--- src/uart_pkg.sv ---
package uart_pkg;

	////////////////////////////////////////////////////////////////////////////////
	// Widths and depths
	localparam int TX_WIDTH          = 8;
	localparam int RX_WIDTH          = 11;
	localparam int FIFO_DEPTH        = 16;
	localparam int SKID_DEPTH        = 2;
	localparam int DIVISOR_WIDTH     = 16;
	localparam int LP_DIVISOR_WIDTH  = 8;
	localparam int PIN_COUNT         = 5;

	////////////////////////////////////////////////////////////////////////////////
	// Receive entry field positions
	localparam int BREAK_BIT         = 10;
	localparam int PARITY_BIT        = 9;
	localparam int FRAMING_BIT       = 8;

	////////////////////////////////////////////////////////////////////////////////
	// Pin vector positions and reset levels
	localparam int PIN_WIRED_RX      = 0;
	localparam int PIN_IR_RX         = 1;
	localparam int PIN_MODEM_LO      = 2;
	localparam logic [4:0] PIN_IDLE  = 5'h03;

	////////////////////////////////////////////////////////////////////////////////
	// Timing, in x16 ticks unless named otherwise; queue triggers in entries, FIVE_BITS_LAST a bit index
	localparam int CLOCK_PERIOD_NS   = 100;
	localparam logic [3:0] TICK_LAST    = 4'hF;
	localparam logic [3:0] SAMPLE_POINT = 4'h7;
	localparam logic [1:0] PULSE_LAST   = 2'h2;
	localparam logic [9:0] TIMEOUT_TICKS = 10'h200;
	localparam logic [4:0] RX_TRIGGER   = 5'h08;
	localparam logic [4:0] TX_TRIGGER   = 5'h08;
	localparam logic [2:0] FIVE_BITS_LAST = 3'h4;

	////////////////////////////////////////////////////////////////////////////////
	// Carriers
	typedef struct packed {
		logic       brk;
		logic       par;
		logic       frm;
		logic [7:0] data;
	} rx_entry_s;

	typedef struct packed {
		logic [1:0] word_len;
		logic       parity_en;
		logic       even_parity;
		logic       two_stop;
		logic       send_break;
		logic       fifo_en;
		logic       ir_enable;
		logic       ir_lowpower;
	} line_cfg_s;

	typedef struct packed {
		logic [3:0] mask;
		logic       modem_clr;
		logic       overrun_clr;
	} irq_ctl_s;

	typedef enum logic [4:0] {
		TX_IDLE   = 5'h01,
		TX_START  = 5'h02,
		TX_DATA   = 5'h04,
		TX_PARITY = 5'h08,
		TX_STOP   = 5'h10
	} tx_state_e;

	typedef enum logic [4:0] {
		RX_IDLE   = 5'h01,
		RX_START  = 5'h02,
		RX_DATA   = 5'h04,
		RX_PARITY = 5'h08,
		RX_STOP   = 5'h10
	} rx_state_e;

endpackage : uart_pkg

--- src/uart_sir_core.sv ---
// What this block does
// - x16 tick: one-clock pulses at sixteen times baud
// - Transmit queue: sixteen 8-bit entries
// - Receive queue: sixteen 11-bit entries with flags
// - Buffering off gives single-entry queues; receive holds three entries with its skid
// - Start, data LSB first, parity, stop bits
// - Valid start only; check parity, framing, break
// - Four maskable high requests plus their OR
// - Data service requests separate from status requests
// - Inputs crossing in always pass synchronisers
// - Host accesses decoded into queue writes and reads
// - Normal IR pulse lasts three x16 ticks
// - Low-power IR pulse lasts three low-power ticks
// - Low-power tick divides reference clock by divisor plus one
// - IR output rests low, pulses high for zeros
// - Decoder idle high, low flags candidate start
// - Start kept only if low one low-power divisor period later
// - Test mode drives its own tick enable
// - Sixteen-bit down counter reloads divisor at zero
// - Entry: break 10, parity 9, framing 8
// - IR on: wired line high, wired inputs ignored
module uart_sir_core
	import uart_pkg::*;
#(
	parameter int DEPTH = FIFO_DEPTH
) (
	// Clock and reset
	input  wire logic                         clock,
	input  wire logic                         rst_n,
	// Configuration
	input  wire line_cfg_s                    line_cfg,
	input  wire logic [DIVISOR_WIDTH-1:0]     baud_divisor,
	input  wire logic [LP_DIVISOR_WIDTH-1:0]  ir_lowpower_divisor_reg,
	input  wire irq_ctl_s                     irq_ctl,
	// Test
	input  wire logic                         test_mode,
	input  wire logic                         test_step,
	// Host transmit port
	input  wire logic                         tx_wr_valid,
	output logic                              tx_wr_ready,
	input  wire logic [TX_WIDTH-1:0]          tx_wr_data,
	// Host receive port
	output logic                              rx_rd_valid,
	input  wire logic                         rx_rd_ready,
	output rx_entry_s                         rx_rd_data,
	// Serial pins
	output logic                              wired_tx_line,
	input  wire logic                         wired_rx_line,
	output logic                              ir_tx_out_n,
	input  wire logic                         ir_rx_in,
	input  wire logic                         modem_cts,
	input  wire logic                         modem_dcd,
	input  wire logic                         modem_dsr,
	// Status
	output logic                              tx_busy,
	output logic                              rx_overrun,
	output logic [2:0]                        modem_status,
	// Interrupts
	output logic                              rx_service_irq,
	output logic                              tx_service_irq,
	output logic                              rx_timeout_irq,
	output logic                              modem_irq,
	output logic                              combined_irq
);

	////////////////////////////////////////////////////////////////////////////////
	// Reset release and pin synchronisers
	logic                 rst_meta_ff;
	logic                 rst_sync_ff;
	logic [PIN_COUNT-1:0] pin_meta_ff;
	logic [PIN_COUNT-1:0] pin_sync_ff;

	wire  [PIN_COUNT-1:0] pin_in = {modem_dsr, modem_dcd, modem_cts, ir_rx_in, wired_rx_line};

	always_ff @(posedge clock or negedge rst_n) begin
		if (!rst_n) begin
			rst_meta_ff <= 1'b0;
			rst_sync_ff <= 1'b0;
		end else begin
			rst_meta_ff <= 1'b1;
			rst_sync_ff <= rst_meta_ff;
		end
	end

	always_ff @(posedge clock or negedge rst_sync_ff) begin
		if (!rst_sync_ff) begin
			pin_meta_ff <= PIN_IDLE;
			pin_sync_ff <= PIN_IDLE;
		end else begin
			pin_meta_ff <= pin_in;
			pin_sync_ff <= pin_meta_ff;
		end
	end

	////////////////////////////////////////////////////////////////////////////////
	// Baud and low-power tick generators
	logic [DIVISOR_WIDTH-1:0]    baud_cnt_ff;
	logic [LP_DIVISOR_WIDTH-1:0] lp_cnt_ff;
	logic                        baud_tick_ff;
	logic                        lp_tick_ff;

	wire baud_zero = baud_cnt_ff == '0;
	wire lp_zero   = lp_cnt_ff == '0;
	wire [DIVISOR_WIDTH-1:0]    nxt_baud_cnt = baud_zero ? baud_divisor :
	                                           baud_cnt_ff - DIVISOR_WIDTH'(1);
	wire [LP_DIVISOR_WIDTH-1:0] nxt_lp_cnt   = lp_zero ? ir_lowpower_divisor_reg :
	                                           lp_cnt_ff - LP_DIVISOR_WIDTH'(1);
	// Test mode replaces both ticks so vectors step the block one tick at a time
	wire x16_baud_tick    = test_mode ? test_step : baud_tick_ff;
	wire lowpower_ir_tick = test_mode ? test_step : lp_tick_ff;

	always_ff @(posedge clock or negedge rst_sync_ff) begin
		if (!rst_sync_ff) begin
			baud_cnt_ff  <= '0;
			lp_cnt_ff    <= '0;
			baud_tick_ff <= 1'b0;
			lp_tick_ff   <= 1'b0;
		end else begin
			baud_cnt_ff  <= nxt_baud_cnt;
			lp_cnt_ff    <= nxt_lp_cnt;
			baud_tick_ff <= baud_zero;
			lp_tick_ff   <= lp_zero;
		end
	end

	////////////////////////////////////////////////////////////////////////////////
	// Queues
	localparam int LW = $clog2(DEPTH+1);

	logic                tx_pop;
	logic                txq_valid;
	logic [TX_WIDTH-1:0] txq_data;
	logic [LW-1:0]       tx_level;
	logic                rx_push_ff;
	rx_entry_s           rx_entry_ff;
	logic                rxq_in_ready;
	logic                rxq_valid;
	logic                rxq_ready;
	rx_entry_s           rxq_data;
	logic [LW-1:0]       rx_level;

	sync_fifo #(.WIDTH(TX_WIDTH), .DEPTH(DEPTH)) tx_queue (
		.clock     (clock),
		.rst_n     (rst_sync_ff),
		.one_entry (!line_cfg.fifo_en),
		.in_valid  (tx_wr_valid),
		.in_ready  (tx_wr_ready),
		.in_data   (tx_wr_data),
		.out_valid (txq_valid),
		.out_ready (tx_pop),
		.out_data  (txq_data),
		.level     (tx_level)
	);

	sync_fifo #(.WIDTH(RX_WIDTH), .DEPTH(DEPTH)) rx_queue (
		.clock     (clock),
		.rst_n     (rst_sync_ff),
		.one_entry (!line_cfg.fifo_en),
		.in_valid  (rx_push_ff),
		.in_ready  (rxq_in_ready),
		.in_data   (rx_entry_ff),
		.out_valid (rxq_valid),
		.out_ready (rxq_ready),
		.out_data  (rxq_data),
		.level     (rx_level)
	);

	// Skid stage lets the host stall without losing the word at the queue head
	sync_fifo #(.WIDTH(RX_WIDTH), .DEPTH(SKID_DEPTH)) rx_skid (
		.clock     (clock),
		.rst_n     (rst_sync_ff),
		.one_entry (1'b0),
		.in_valid  (rxq_valid),
		.in_ready  (rxq_ready),
		.in_data   (rxq_data),
		.out_valid (rx_rd_valid),
		.out_ready (rx_rd_ready),
		.out_data  (rx_rd_data),
		.level     ()
	);

	////////////////////////////////////////////////////////////////////////////////
	// Transmitter
	tx_state_e           tx_state_ff;
	tx_state_e           nxt_tx_state;
	logic [3:0]          tx_tick_ff;
	logic [2:0]          tx_idx_ff;
	logic [TX_WIDTH-1:0] tx_shift_ff;
	logic                tx_stop2_ff;

	wire [2:0] last_idx  = FIVE_BITS_LAST + {1'b0, line_cfg.word_len};
	wire       tx_end    = x16_baud_tick && (tx_tick_ff == TICK_LAST);
	// Bits above the word length must not enter the parity sum
	wire [7:0] tx_mask   = 8'hFF >> (3'h7 - last_idx);
	wire       tx_parity = (^(tx_shift_ff & tx_mask)) ^ !line_cfg.even_parity;
	wire       tx_last   = tx_idx_ff == last_idx;
	wire       stop_done = !line_cfg.two_stop || tx_stop2_ff;

	assign tx_pop = (tx_state_ff == TX_IDLE) && txq_valid;

	always_comb begin
		nxt_tx_state = tx_state_ff;
		case (tx_state_ff)
			TX_IDLE:   if (txq_valid) nxt_tx_state = TX_START;
			TX_START:  if (tx_end) nxt_tx_state = TX_DATA;
			TX_DATA:   if (tx_end && tx_last) begin
				nxt_tx_state = line_cfg.parity_en ? TX_PARITY : TX_STOP;
			end
			TX_PARITY: if (tx_end) nxt_tx_state = TX_STOP;
			TX_STOP:   if (tx_end && stop_done) nxt_tx_state = TX_IDLE;
			default:   nxt_tx_state = TX_IDLE;
		endcase
	end

	// NRZ bit for the current state; break forces spacing
	logic serial_bit;
	always_comb begin
		case (tx_state_ff)
			TX_START:  serial_bit = 1'b0;
			TX_DATA:   serial_bit = tx_shift_ff[tx_idx_ff];
			TX_PARITY: serial_bit = tx_parity;
			default:   serial_bit = 1'b1;
		endcase
	end
	wire tx_bit = serial_bit && !line_cfg.send_break;

	always_ff @(posedge clock or negedge rst_sync_ff) begin
		if (!rst_sync_ff) begin
			tx_state_ff <= TX_IDLE;
			tx_tick_ff  <= '0;
			tx_idx_ff   <= '0;
			tx_shift_ff <= '0;
			tx_stop2_ff <= 1'b0;
		end else begin
			tx_state_ff <= nxt_tx_state;
			tx_tick_ff  <= tx_pop ? '0 : tx_tick_ff + 4'(x16_baud_tick);
			tx_shift_ff <= tx_pop ? txq_data : tx_shift_ff;
			tx_idx_ff   <= (tx_state_ff == TX_DATA && tx_end) ? tx_idx_ff + 3'h1 :
			               (tx_state_ff == TX_DATA) ? tx_idx_ff : '0;
			tx_stop2_ff <= (tx_state_ff == TX_STOP) ? (tx_stop2_ff ^ tx_end) : 1'b0;
		end
	end

	assign tx_busy = txq_valid || (tx_state_ff != TX_IDLE);

	////////////////////////////////////////////////////////////////////////////////
	// IR encoder and wired output
	logic       ir_pulse_ff;
	logic [1:0] ir_pulse_cnt_ff;
	logic       wired_tx_ff;

	wire pulse_tick = line_cfg.ir_lowpower ? lowpower_ir_tick : x16_baud_tick;
	wire bit_first  = x16_baud_tick && (tx_tick_ff == 4'h0) && (tx_state_ff != TX_IDLE);
	wire ir_start   = line_cfg.ir_enable && bit_first && !tx_bit;
	wire ir_stop    = pulse_tick && (ir_pulse_cnt_ff == PULSE_LAST);

	always_ff @(posedge clock or negedge rst_sync_ff) begin
		if (!rst_sync_ff) begin
			ir_pulse_ff     <= 1'b0;
			ir_pulse_cnt_ff <= '0;
			wired_tx_ff     <= 1'b1;
		end else begin
			ir_pulse_ff     <= ir_start || (ir_pulse_ff && !ir_stop);
			ir_pulse_cnt_ff <= ir_start ? '0 : ir_pulse_cnt_ff + 2'(pulse_tick);
			wired_tx_ff     <= line_cfg.ir_enable || tx_bit;
		end
	end

	assign ir_tx_out_n   = ir_pulse_ff;
	assign wired_tx_line = wired_tx_ff;

	////////////////////////////////////////////////////////////////////////////////
	// IR decoder
	logic                      ir_wait_ff;
	logic [LP_DIVISOR_WIDTH:0] ir_wait_cnt_ff;
	logic                      ir_stretch_ff;
	logic [3:0]                ir_stretch_cnt_ff;

	wire ir_in        = pin_sync_ff[PIN_IR_RX];
	// Candidates stay live while stretching so back-to-back zeros retrigger
	wire ir_candidate = !ir_wait_ff && !ir_in;
	wire ir_wait_done = ir_wait_ff &&
	                    (ir_wait_cnt_ff == {1'b0, ir_lowpower_divisor_reg});
	wire ir_accept    = ir_wait_done && !ir_in;
	wire ir_str_end   = x16_baud_tick && (ir_stretch_cnt_ff == TICK_LAST);

	always_ff @(posedge clock or negedge rst_sync_ff) begin
		if (!rst_sync_ff) begin
			ir_wait_ff        <= 1'b0;
			ir_wait_cnt_ff    <= '0;
			ir_stretch_ff     <= 1'b0;
			ir_stretch_cnt_ff <= '0;
		end else begin
			ir_wait_ff        <= ir_candidate || (ir_wait_ff && !ir_wait_done);
			ir_wait_cnt_ff    <= ir_wait_ff ? ir_wait_cnt_ff + (LP_DIVISOR_WIDTH+1)'(1) : '0;
			ir_stretch_ff     <= ir_accept || (ir_stretch_ff && !ir_str_end);
			ir_stretch_cnt_ff <= ir_accept ? '0 : ir_stretch_cnt_ff + 4'(x16_baud_tick);
		end
	end

	////////////////////////////////////////////////////////////////////////////////
	// Receiver
	rx_state_e  rx_state_ff;
	rx_state_e  nxt_rx_state;
	logic [3:0] rx_tick_ff;
	logic [2:0] rx_idx_ff;
	logic [7:0] rx_data_ff;
	logic       rx_pbit_ff;
	logic       overrun_ff;

	wire rx_line   = line_cfg.ir_enable ? !ir_stretch_ff : pin_sync_ff[PIN_WIRED_RX];
	wire rx_detect = (rx_state_ff == RX_IDLE) && !rx_line;
	wire sample    = x16_baud_tick && (rx_tick_ff == SAMPLE_POINT);
	wire rx_last   = rx_idx_ff == last_idx;
	wire par_err   = line_cfg.parity_en &&
	                 ((^rx_data_ff) ^ rx_pbit_ff ^ !line_cfg.even_parity);
	wire brk_err   = (rx_data_ff == 8'h00) && !rx_pbit_ff && !rx_line;
	wire rx_done   = (rx_state_ff == RX_STOP) && sample;

	always_comb begin
		nxt_rx_state = rx_state_ff;
		case (rx_state_ff)
			RX_IDLE:   if (!rx_line) nxt_rx_state = RX_START;
			RX_START:  if (sample) nxt_rx_state = rx_line ? RX_IDLE : RX_DATA;
			RX_DATA:   if (sample && rx_last) begin
				nxt_rx_state = line_cfg.parity_en ? RX_PARITY : RX_STOP;
			end
			RX_PARITY: if (sample) nxt_rx_state = RX_STOP;
			RX_STOP:   if (sample) nxt_rx_state = RX_IDLE;
			default:   nxt_rx_state = RX_IDLE;
		endcase
	end

	always_ff @(posedge clock or negedge rst_sync_ff) begin
		if (!rst_sync_ff) begin
			rx_state_ff <= RX_IDLE;
			rx_tick_ff  <= '0;
			rx_idx_ff   <= '0;
			rx_data_ff  <= '0;
			rx_pbit_ff  <= 1'b0;
		end else begin
			rx_state_ff <= nxt_rx_state;
			rx_tick_ff  <= rx_detect ? '0 : rx_tick_ff + 4'(x16_baud_tick);
			rx_idx_ff   <= (rx_state_ff == RX_DATA) ? rx_idx_ff + 3'(sample) : '0;
			rx_data_ff  <= rx_detect ? '0 : rx_data_ff;
			rx_pbit_ff  <= rx_detect ? 1'b0 :
			               (rx_state_ff == RX_PARITY && sample) ? rx_line : rx_pbit_ff;
			if (rx_state_ff == RX_DATA && sample) begin
				rx_data_ff[rx_idx_ff] <= rx_line;
			end
		end
	end

	always_ff @(posedge clock or negedge rst_sync_ff) begin
		if (!rst_sync_ff) begin
			rx_push_ff  <= 1'b0;
			rx_entry_ff <= '0;
			overrun_ff  <= 1'b0;
		end else begin
			rx_push_ff  <= rx_done;
			rx_entry_ff <= rx_done ? {brk_err, par_err, !rx_line, rx_data_ff} : rx_entry_ff;
			// A dropped character wins over a clear in the same cycle
			overrun_ff  <= (rx_push_ff && !rxq_in_ready) || (overrun_ff && !irq_ctl.overrun_clr);
		end
	end

	assign rx_overrun = overrun_ff;

	////////////////////////////////////////////////////////////////////////////////
	// Receive timeout and modem change
	logic [9:0] timeout_cnt_ff;
	logic       timeout_ff;
	logic [2:0] modem_prev_ff;
	logic       modem_flag_ff;

	wire        timeout_arm  = rxq_valid && (rx_state_ff == RX_IDLE) && !rxq_ready;
	wire [2:0]  modem_now    = pin_sync_ff[PIN_MODEM_LO +: 3];
	wire        modem_change = !line_cfg.ir_enable && (modem_now != modem_prev_ff);

	always_ff @(posedge clock or negedge rst_sync_ff) begin
		if (!rst_sync_ff) begin
			timeout_cnt_ff <= '0;
			timeout_ff     <= 1'b0;
			modem_prev_ff  <= '0;
			modem_flag_ff  <= 1'b0;
		end else begin
			timeout_cnt_ff <= !timeout_arm ? '0 :
			                  (timeout_cnt_ff == TIMEOUT_TICKS) ? timeout_cnt_ff :
			                  timeout_cnt_ff + 10'(x16_baud_tick);
			timeout_ff     <= timeout_arm && (timeout_cnt_ff == TIMEOUT_TICKS);
			modem_prev_ff  <= line_cfg.ir_enable ? modem_prev_ff : modem_now;
			modem_flag_ff  <= modem_change || (modem_flag_ff && !irq_ctl.modem_clr);
		end
	end

	assign modem_status = modem_prev_ff;

	////////////////////////////////////////////////////////////////////////////////
	// Interrupt outputs
	logic [3:0] irq_ff;

	wire [4:0] rx_lvl = 5'(rx_level);
	wire [4:0] tx_lvl = 5'(tx_level);
	wire rx_req = line_cfg.fifo_en ? (rx_lvl >= RX_TRIGGER) : (rx_lvl != 5'h00);
	wire tx_req = line_cfg.fifo_en ? (tx_lvl <= TX_TRIGGER) : (tx_lvl == 5'h00);
	wire [3:0] irq_raw = {modem_flag_ff, timeout_ff, tx_req, rx_req};

	always_ff @(posedge clock or negedge rst_sync_ff) begin
		if (!rst_sync_ff) begin
			irq_ff <= '0;
		end else begin
			irq_ff <= irq_raw & irq_ctl.mask;
		end
	end

	assign rx_service_irq = irq_ff[0];
	assign tx_service_irq = irq_ff[1];
	assign rx_timeout_irq = irq_ff[2];
	assign modem_irq      = irq_ff[3];
	assign combined_irq   = |irq_ff;

endmodule : uart_sir_core

--- src/sync_fifo.sv ---
module sync_fifo
	import uart_pkg::*;
#(
	parameter int WIDTH = TX_WIDTH,
	parameter int DEPTH = FIFO_DEPTH
) (
	// Clock and reset
	input  wire logic                         clock,
	input  wire logic                         rst_n,
	// Mode
	input  wire logic                         one_entry,
	// Fill side
	input  wire logic                         in_valid,
	output logic                              in_ready,
	input  wire logic [WIDTH-1:0]             in_data,
	// Drain side
	output logic                              out_valid,
	input  wire logic                         out_ready,
	output logic [WIDTH-1:0]                  out_data,
	output logic [$clog2(DEPTH+1)-1:0]        level
);

	localparam int PW = $clog2(DEPTH);
	localparam int CW = $clog2(DEPTH+1);

	logic [WIDTH-1:0] mem_ff [DEPTH];
	logic [PW-1:0]    wr_ptr_ff;
	logic [PW-1:0]    rd_ptr_ff;
	logic [CW-1:0]    count_ff;
	logic [CW-1:0]    nxt_count;

	wire  [CW-1:0]    limit    = one_entry ? CW'(1) : CW'(DEPTH);
	wire              push     = in_valid & in_ready;
	wire              pop      = out_valid & out_ready;
	wire  [PW-1:0]    nxt_wr   = (wr_ptr_ff == PW'(DEPTH-1)) ? '0 : wr_ptr_ff + PW'(1);
	wire  [PW-1:0]    nxt_rd   = (rd_ptr_ff == PW'(DEPTH-1)) ? '0 : rd_ptr_ff + PW'(1);

	// Full is judged against the active limit so one-entry mode back-pressures early
	assign in_ready  = count_ff < limit;
	assign out_valid = count_ff != '0;
	assign out_data  = mem_ff[rd_ptr_ff];
	assign level     = count_ff;
	assign nxt_count = (push && !pop) ? count_ff + CW'(1) :
	                   (pop && !push) ? count_ff - CW'(1) : count_ff;

	always_ff @(posedge clock) begin
		if (push) begin
			mem_ff[wr_ptr_ff] <= in_data;
		end
	end

	always_ff @(posedge clock or negedge rst_n) begin
		if (!rst_n) begin
			wr_ptr_ff <= '0;
			rd_ptr_ff <= '0;
			count_ff  <= '0;
		end else begin
			wr_ptr_ff <= push ? nxt_wr : wr_ptr_ff;
			rd_ptr_ff <= pop ? nxt_rd : rd_ptr_ff;
			count_ff  <= nxt_count;
		end
	end

endmodule : sync_fifo

--- config.mk ---
export PLATFORM = sky130hd
export DESIGN_NAME = uart_sir_core
export DESIGN_NICKNAME = d
export VERILOG_FILES = /design/src/uart_pkg.sv /design/src/uart_sir_core.sv /design/src/sync_fifo.sv
export SDC_FILE = /design/constraint.sdc
export NUM_CORES = 1
export LEC_CHECK = 0
export ABC_AREA = 0
export ABC_CLOCK_PERIOD_IN_PS = 9630
export BUFFER_PORTS_ARGS = -buffer_cell sky130_fd_sc_hd__buf_4
export CAP_MARGIN = 5
export CORE_MARGIN = 10
export CORE_UTILIZATION = 40
export CTS_CLUSTER_DIAMETER = 80
export DETAILED_ROUTE_END_ITERATION = 6
export GPL_ROUTABILITY_DRIVEN = 0
export GPL_TIMING_DRIVEN = 1
export PLACE_DENSITY_LB_ADDON = 0.2
export REMOVE_ABC_BUFFERS = 1
export SLEW_MARGIN = 20
export SYNTH_ARGS = -nofsm -noshare
export SYNTH_HDL_FRONTEND = slang
export SYNTH_SLANG_ARGS = --single-unit
--- constraint.sdc ---
create_clock -name clock -period 9.63 [get_ports clock]
set_clock_uncertainty 0.05 [all_clocks]
set_input_delay 1.926 -clock clock [delete_from_list [all_inputs] [get_ports clock]]
set_output_delay 1.926 -clock clock [all_outputs]
set_load 0.05 [all_outputs]
# Word-level counts from Yosys, hierarchy flattened
# Memories as Yosys holds them, arrays and structs flattened. A register that Yosys moved wholly into a read port is not among the register bits.
# Cells that the tools add are included.
word_totals:
  in_bits: 58
  out_inout_bits: 25
  regBits: 153
  ram_bits: 326
  mem_count: 3
  word_cells: 278
mem_list:
  columns: ["name", "depth", "word_bits", "rd", "rd_clocked_by_memory_dff", "wr", "line_no", "rtl"]
  rows:
  - ["rx_queue.mem_ff", 16, 11, 1, 0, 1, "sync_fifo.sv:26", "logic [WIDTH-1:0] mem_ff [DEPTH];"]
  - ["tx_queue.mem_ff", 16, 8, 1, 1, 1, "sync_fifo.sv:26", null]
  - ["rx_skid.mem_ff", 2, 11, 1, 0, 1, "sync_fifo.sv:26", null]
op_classes:
  addsub: 24
  n_eq_ne: 36
  n_mux: 62
  n_lt_le_gt_ge: 8
  bitwise: 11
  shift: 1
  reduce_logical: 89
ops:
  columns: ["op", "count"]
  rows:
  - ["two-way mux 5 bit", 16]
  - ["case mux 5 bit (5 select lines)", 2]
  - ["logical AND 1 bit", 41]
  - ["two-way mux 4 bit", 7]
  - ["== test 4 bit, second input constant", 6]
  - ["two-way mux 8 bit", 3]
  - ["zero test 1 bit", 23]
  - ["!= test 2 bit, second input constant", 11]
  - ["two-way mux 10 bit", 2]
  - ["two-way mux 1 bit", 19]
  - ["adder 4 x 1 -> 4 bit, second input constant", 4]
  - ["zero test 16 bit", 1]
  - ["zero test 8 bit", 2]
  - ["two-way mux 16 bit", 1]
  - ["parity 8 bit", 2]
  - ["subtractor 16 x 1 -> 16 bit, second input constant", 1]
  - ["adder 4 x 1 -> 4 bit", 3]
  - ["two-way mux 3 bit", 4]
  - ["adder 10 x 1 -> 10 bit", 1]
  - ["adder 5 x 1 -> 5 bit, second input constant", 2]
  - ["== test 10 bit, second input constant", 1]
  - ["== test 5 x 1 -> 1 bit, second input constant", 2]
  - ["== test 5 x 2 -> 1 bit, second input constant", 2]
  - ["== test 5 x 3 -> 1 bit, second input constant", 2]
  - ["other kinds (44)", 73]

# Depth between registers and ports, before layout
logic_depth:
  word_depth: 11
  mapped_depth: 13
  depth_no_buf: 13

# Hierarchy
# A second synthesis with hierarchy kept.
unflattened:
  cells_unflattened: 1355
  hier_area_um2: 20810.0
by_module_without_submodules:
  columns: ["module", "cells_per_inst", "seq_area_each_um2", "instances", "area_each_um2"]
  rows:
  - ["sync_fifo (rx_queue)", 393, 5610.4, 1, 7632.3]
  - ["uart_sir_core", 596, 3286.9, 1, 6343.6]
  - ["sync_fifo (tx_queue)", 312, 4169.0, 1, 5805.6]
  - ["sync_fifo (rx_skid)", 54, 760.7, 1, 1028.5]

# Least setup slack after synthesis
# No wires, ideal clock.
synth_path:
  kind: "in2out"
  startpoint: "in line_cfg[2] (netlist name)"
  endpoint: "out tx_wr_ready"
  path_stages: 4
  t_arrival_ns: 3.006
  path_buffers: 0
  setup_slack_ns: 4.648
  t_required_ns: 7.654
  path_cell_list: "inv_1 -> ha_1 -> o21a_1 -> nor2_1"
synth_via:
  elab_chain_len: 2
synth_lines:
  columns: ["element", "line_no", "rtl"]
  rows:
  - ["start: declaration", "uart_sir_core.sv:31", "input wire line_cfg_s line_cfg,"]
  - ["two-way mux 5 bit", "sync_fifo.sv:32", "wire [CW-1:0] limit = one_entry ? CW'(1) : CW'(DEPTH);"]
  - ["less-than comparator 5 bit", "sync_fifo.sv:39", "assign in_ready = count_ff < limit;"]
  - ["end: declaration", "uart_sir_core.sv:40", "output logic tx_wr_ready,"]
# Every way passes these cells.

# Worst setup path after layout
# Same ends and word-level chain as after synthesis.

==> results_dict.tcl <==
set metrics [dict create \
    status "completed" \
    rsz0062_at_grt "no" \
    hp-class "flop to flop" \
    drt_pass1_iterations 4 \
    synth_cell_type_count 74 \
    synth_edf_count 326 \
    dpl.hpwl_um 28000 \
    dp_slack_ps 4770 \
    drt-initial-drc-count 767 \
    synth_top_cells_by_count "edfxtp_1, dfrtp_1, nor2_1, mux4_2, nand2_1" \
    clockBufferDepth 3 \
    ys_top_cells_by_area "edfxtp_1, dfrtp_1, mux4_2" \
    overflow 0 \
    dieArea_sq_um 61000 \
    pwr-share-clk_pct 30.8 \
    worstSetupStartpointType "input port" \
    critPathMaxFanout 6 \
    start_util_pct 40.2 \
    yosysTopAreaCell "edfxtp_1" \
    syn_inst 1318 \
    critPathRequiredTime_ps 7650 \
    clk_latency_ps 600 \
    nets 1517 \
    route.detailed.drc 0 \
    seqPwrFrac_pct 41.6 \
    ant_nets 0 \
    yosysWarnings 0 \
    cts_resized 0 \
    avgViaCountPerCell 5.13 \
    antenna_found_initial 1 \
    critPathKind "input port to primary output" \
    syn_area_sq_um 20600 \
    period_needed_ps 4840 \
    area_growth_pct 15.3 \
    core_sq_um 51200 \
    root_buffer "clkbuf_16" \
    cts_sinks 487 \
    critPathLaunch "line_cfg[2]" \
    drive_gt1_share_pct 22.2 \
    p_leak_nw 8.67 \
    dieHeight_um 247 \
    switching_power_w 0.00211 \
    ys_seq_area_share_pct 67.1 \
    ys_ff_latch 487 \
    holdBufCountCts 0 \
    die_w_um 247 \
    slew_violations 0 \
    switching_share_pct 31.6 \
    path_cells "buf_4 > inv_1 > ha_1 > o21a_1 > nor2_1 > buf_4" \
    io_pins 83 \
    rows 83 \
    r2r_slack_ps 5740 \
    power.density_nw_per_um2 281 \
    postLayoutSetupSlackWorst_ps 4790 \
    num_antenna_cells 0 \
    async_reset_ff_share_pct 33.1 \
    tns_ps 0 \
    wl_um 43000 \
    finalHoldViolations 0 \
    max-vdd-ir-drop_mv 0.149 \
    cts_max_level 2 \
    internal-power_w 0.00456 \
    cts_made_buffers 52 \
    setup-violations-final 0 \
    avgRoutedWirePerCell_um 20.1 \
    crit_top_cell "buf_4" \
    clkTransAtPathRegs_ps 60 \
    cts_setup_buffers 0 \
    grt_pass1_wl_um 68000 \
    critical_path_arrival_ps 2860 \
    max_freq_mhz 207 \
    syn_avg_cell_area_sq_um 15.6 \
    tightest_slew_ps 1090 \
    synthFlopType "edfxtp_1" \
    grt_use_total_pct 14.4 \
    fin_crit_sh_pct 50.2 \
    worstHoldStart "pin_meta_ff[3]" \
    r2r-start "tx_state_ff[3]" \
    yosysMostFrequentCell "edfxtp_1" \
    pwr-share-comb_pct 27.6 \
    io_buffers 82 \
    crit_slowest_cell "ha_1" \
    grt_pass1_vias 11600 \
    tritoncts "yes" \
    dr_total_vias 11000 \
    grt_max_degree 65 \
    maxCapViolations 0 \
    synth_top_area_share_pct 47.5 \
    max_stage_delay_ps 290 \
    critPathCaptureType "primary output" \
    maxSlewHeadroom_pct 27.4 \
]
## power groups by stage
stage | Combinational (W) | Clock [W] | Sequential, W
finish | 0.00184 | 0.00205 | 0.00278
CTS | 0.00188 | 0.00210 | 0.00278
global route | 0.00202 | 0.00220 | 0.00282
global placement | 0.00184 | 0 | 0.00281
detailed placement | 0.00187 | 0 | 0.00282
floorplan | 0.00123 | 0 | 0.00291
## sequential cells by signal, indices dropped and copies added, names as in the netlist, 4 cells and up
signal and cells:
tx_queue.rd_ptr_ff 4, rx_skid.mem_ff 22, lp_cnt_ff 8, rx_entry_ff 11, tx_state_ff 5, rx_queue.mem_ff 176, tx_queue.mem_ff 128, irq_ff 4
rx_data_ff 8, baud_cnt_ff 16, tx_queue.wr_ptr_ff 4, timeout_cnt_ff 10, rx_state_ff 5, tx_shift_ff 8, rx_queue.rd_ptr_ff 4, tx_queue.level 5
ir_wait_cnt_ff 9, pin_sync_ff 5, rx_queue.wr_ptr_ff 4, tx_tick_ff 4, rx_queue.level 5, pin_meta_ff 5, rx_tick_ff 4, ir_stretch_cnt_ff 4
## logic make-up (layout without fill, tap and decap cells)
kind of cell,Yosys count,in the layout,synth area share (%)
compound gates,141,141,4.16
xor+xnor,88,88,3.81
fa+ha+maj,44,44,2.74
buf+inv,86,227,1.77
flops,487,487,67.1
mux,133,133,11.8
other cells,1,1,0.0182
simple gates,338,338,8.59
## final cells by class
type	instances	area [sq um]
Clock buffer	68	1430
Clock inverter	30	349
Fill cell	4476	27400
Inverter	35	136
Multi-Input combinational cell	745	6450
Sequential cell	487	13800
Tap cell	680	851
Timing Repair Buffer	94	706
## critical path: cells and delay by family
family,cells,cell delay [ps]
AO/OA/AOI/OAI,1,130
adder cells (fa/ha/maj),1,290
buffers and inverters,3,390
AND/OR/NAND/NOR,1,130
## per-layer routing
layer  track usage (%)  routed length (um)
met1              19.4               19500
met2              22.9               20600
met5                 0                   0
met3              2.91                1920
met4              4.91                1050
## through the flow
stage | hold slack (ps) | cells | utilization [%] | area (sq um) | power (W)
final | 299 | 2139 | 46.4 | 23800 | 0.00667
after global placement | 283 | 2041 | 42.9 | 22000 | 0.00465
after floorplan | 281 | 1267 | - | 20400 | 0.00414
after detailed placement | 289 | 2041 | 42.9 | 22000 | 0.00468
after CTS | 302 | 2139 | 46.4 | 23700 | 0.00676
after global routing | 307 | 2139 | 46.4 | 23800 | 0.00704
## worst paths after layout
check	endpoint	cells past startpoint
max	tx_wr_ready	6
min	pin_sync_ff[3]	0
max reg2reg	tx_queue.level[4]	12
min reg2reg	pin_sync_ff[3]	0
max in group asynchronous	tx_queue.rd_ptr_ff[0]	1
min in group asynchronous	baud_cnt_ff[12]	0
## placed cells by master (no fill, tap or decap), drive strengths merged, types with 26 or more instances in the layout
master	count
xnor2	52
dfrtp	154
clkbuf	68
inv	35
xor2	35
nor2	90
nand2	82
buf	94
nand3	28
mux2	26
mux4	85
ha	42
o21ai	31
a21oi	55
edfxtp	326
Power figures use the tool's default switching activity.
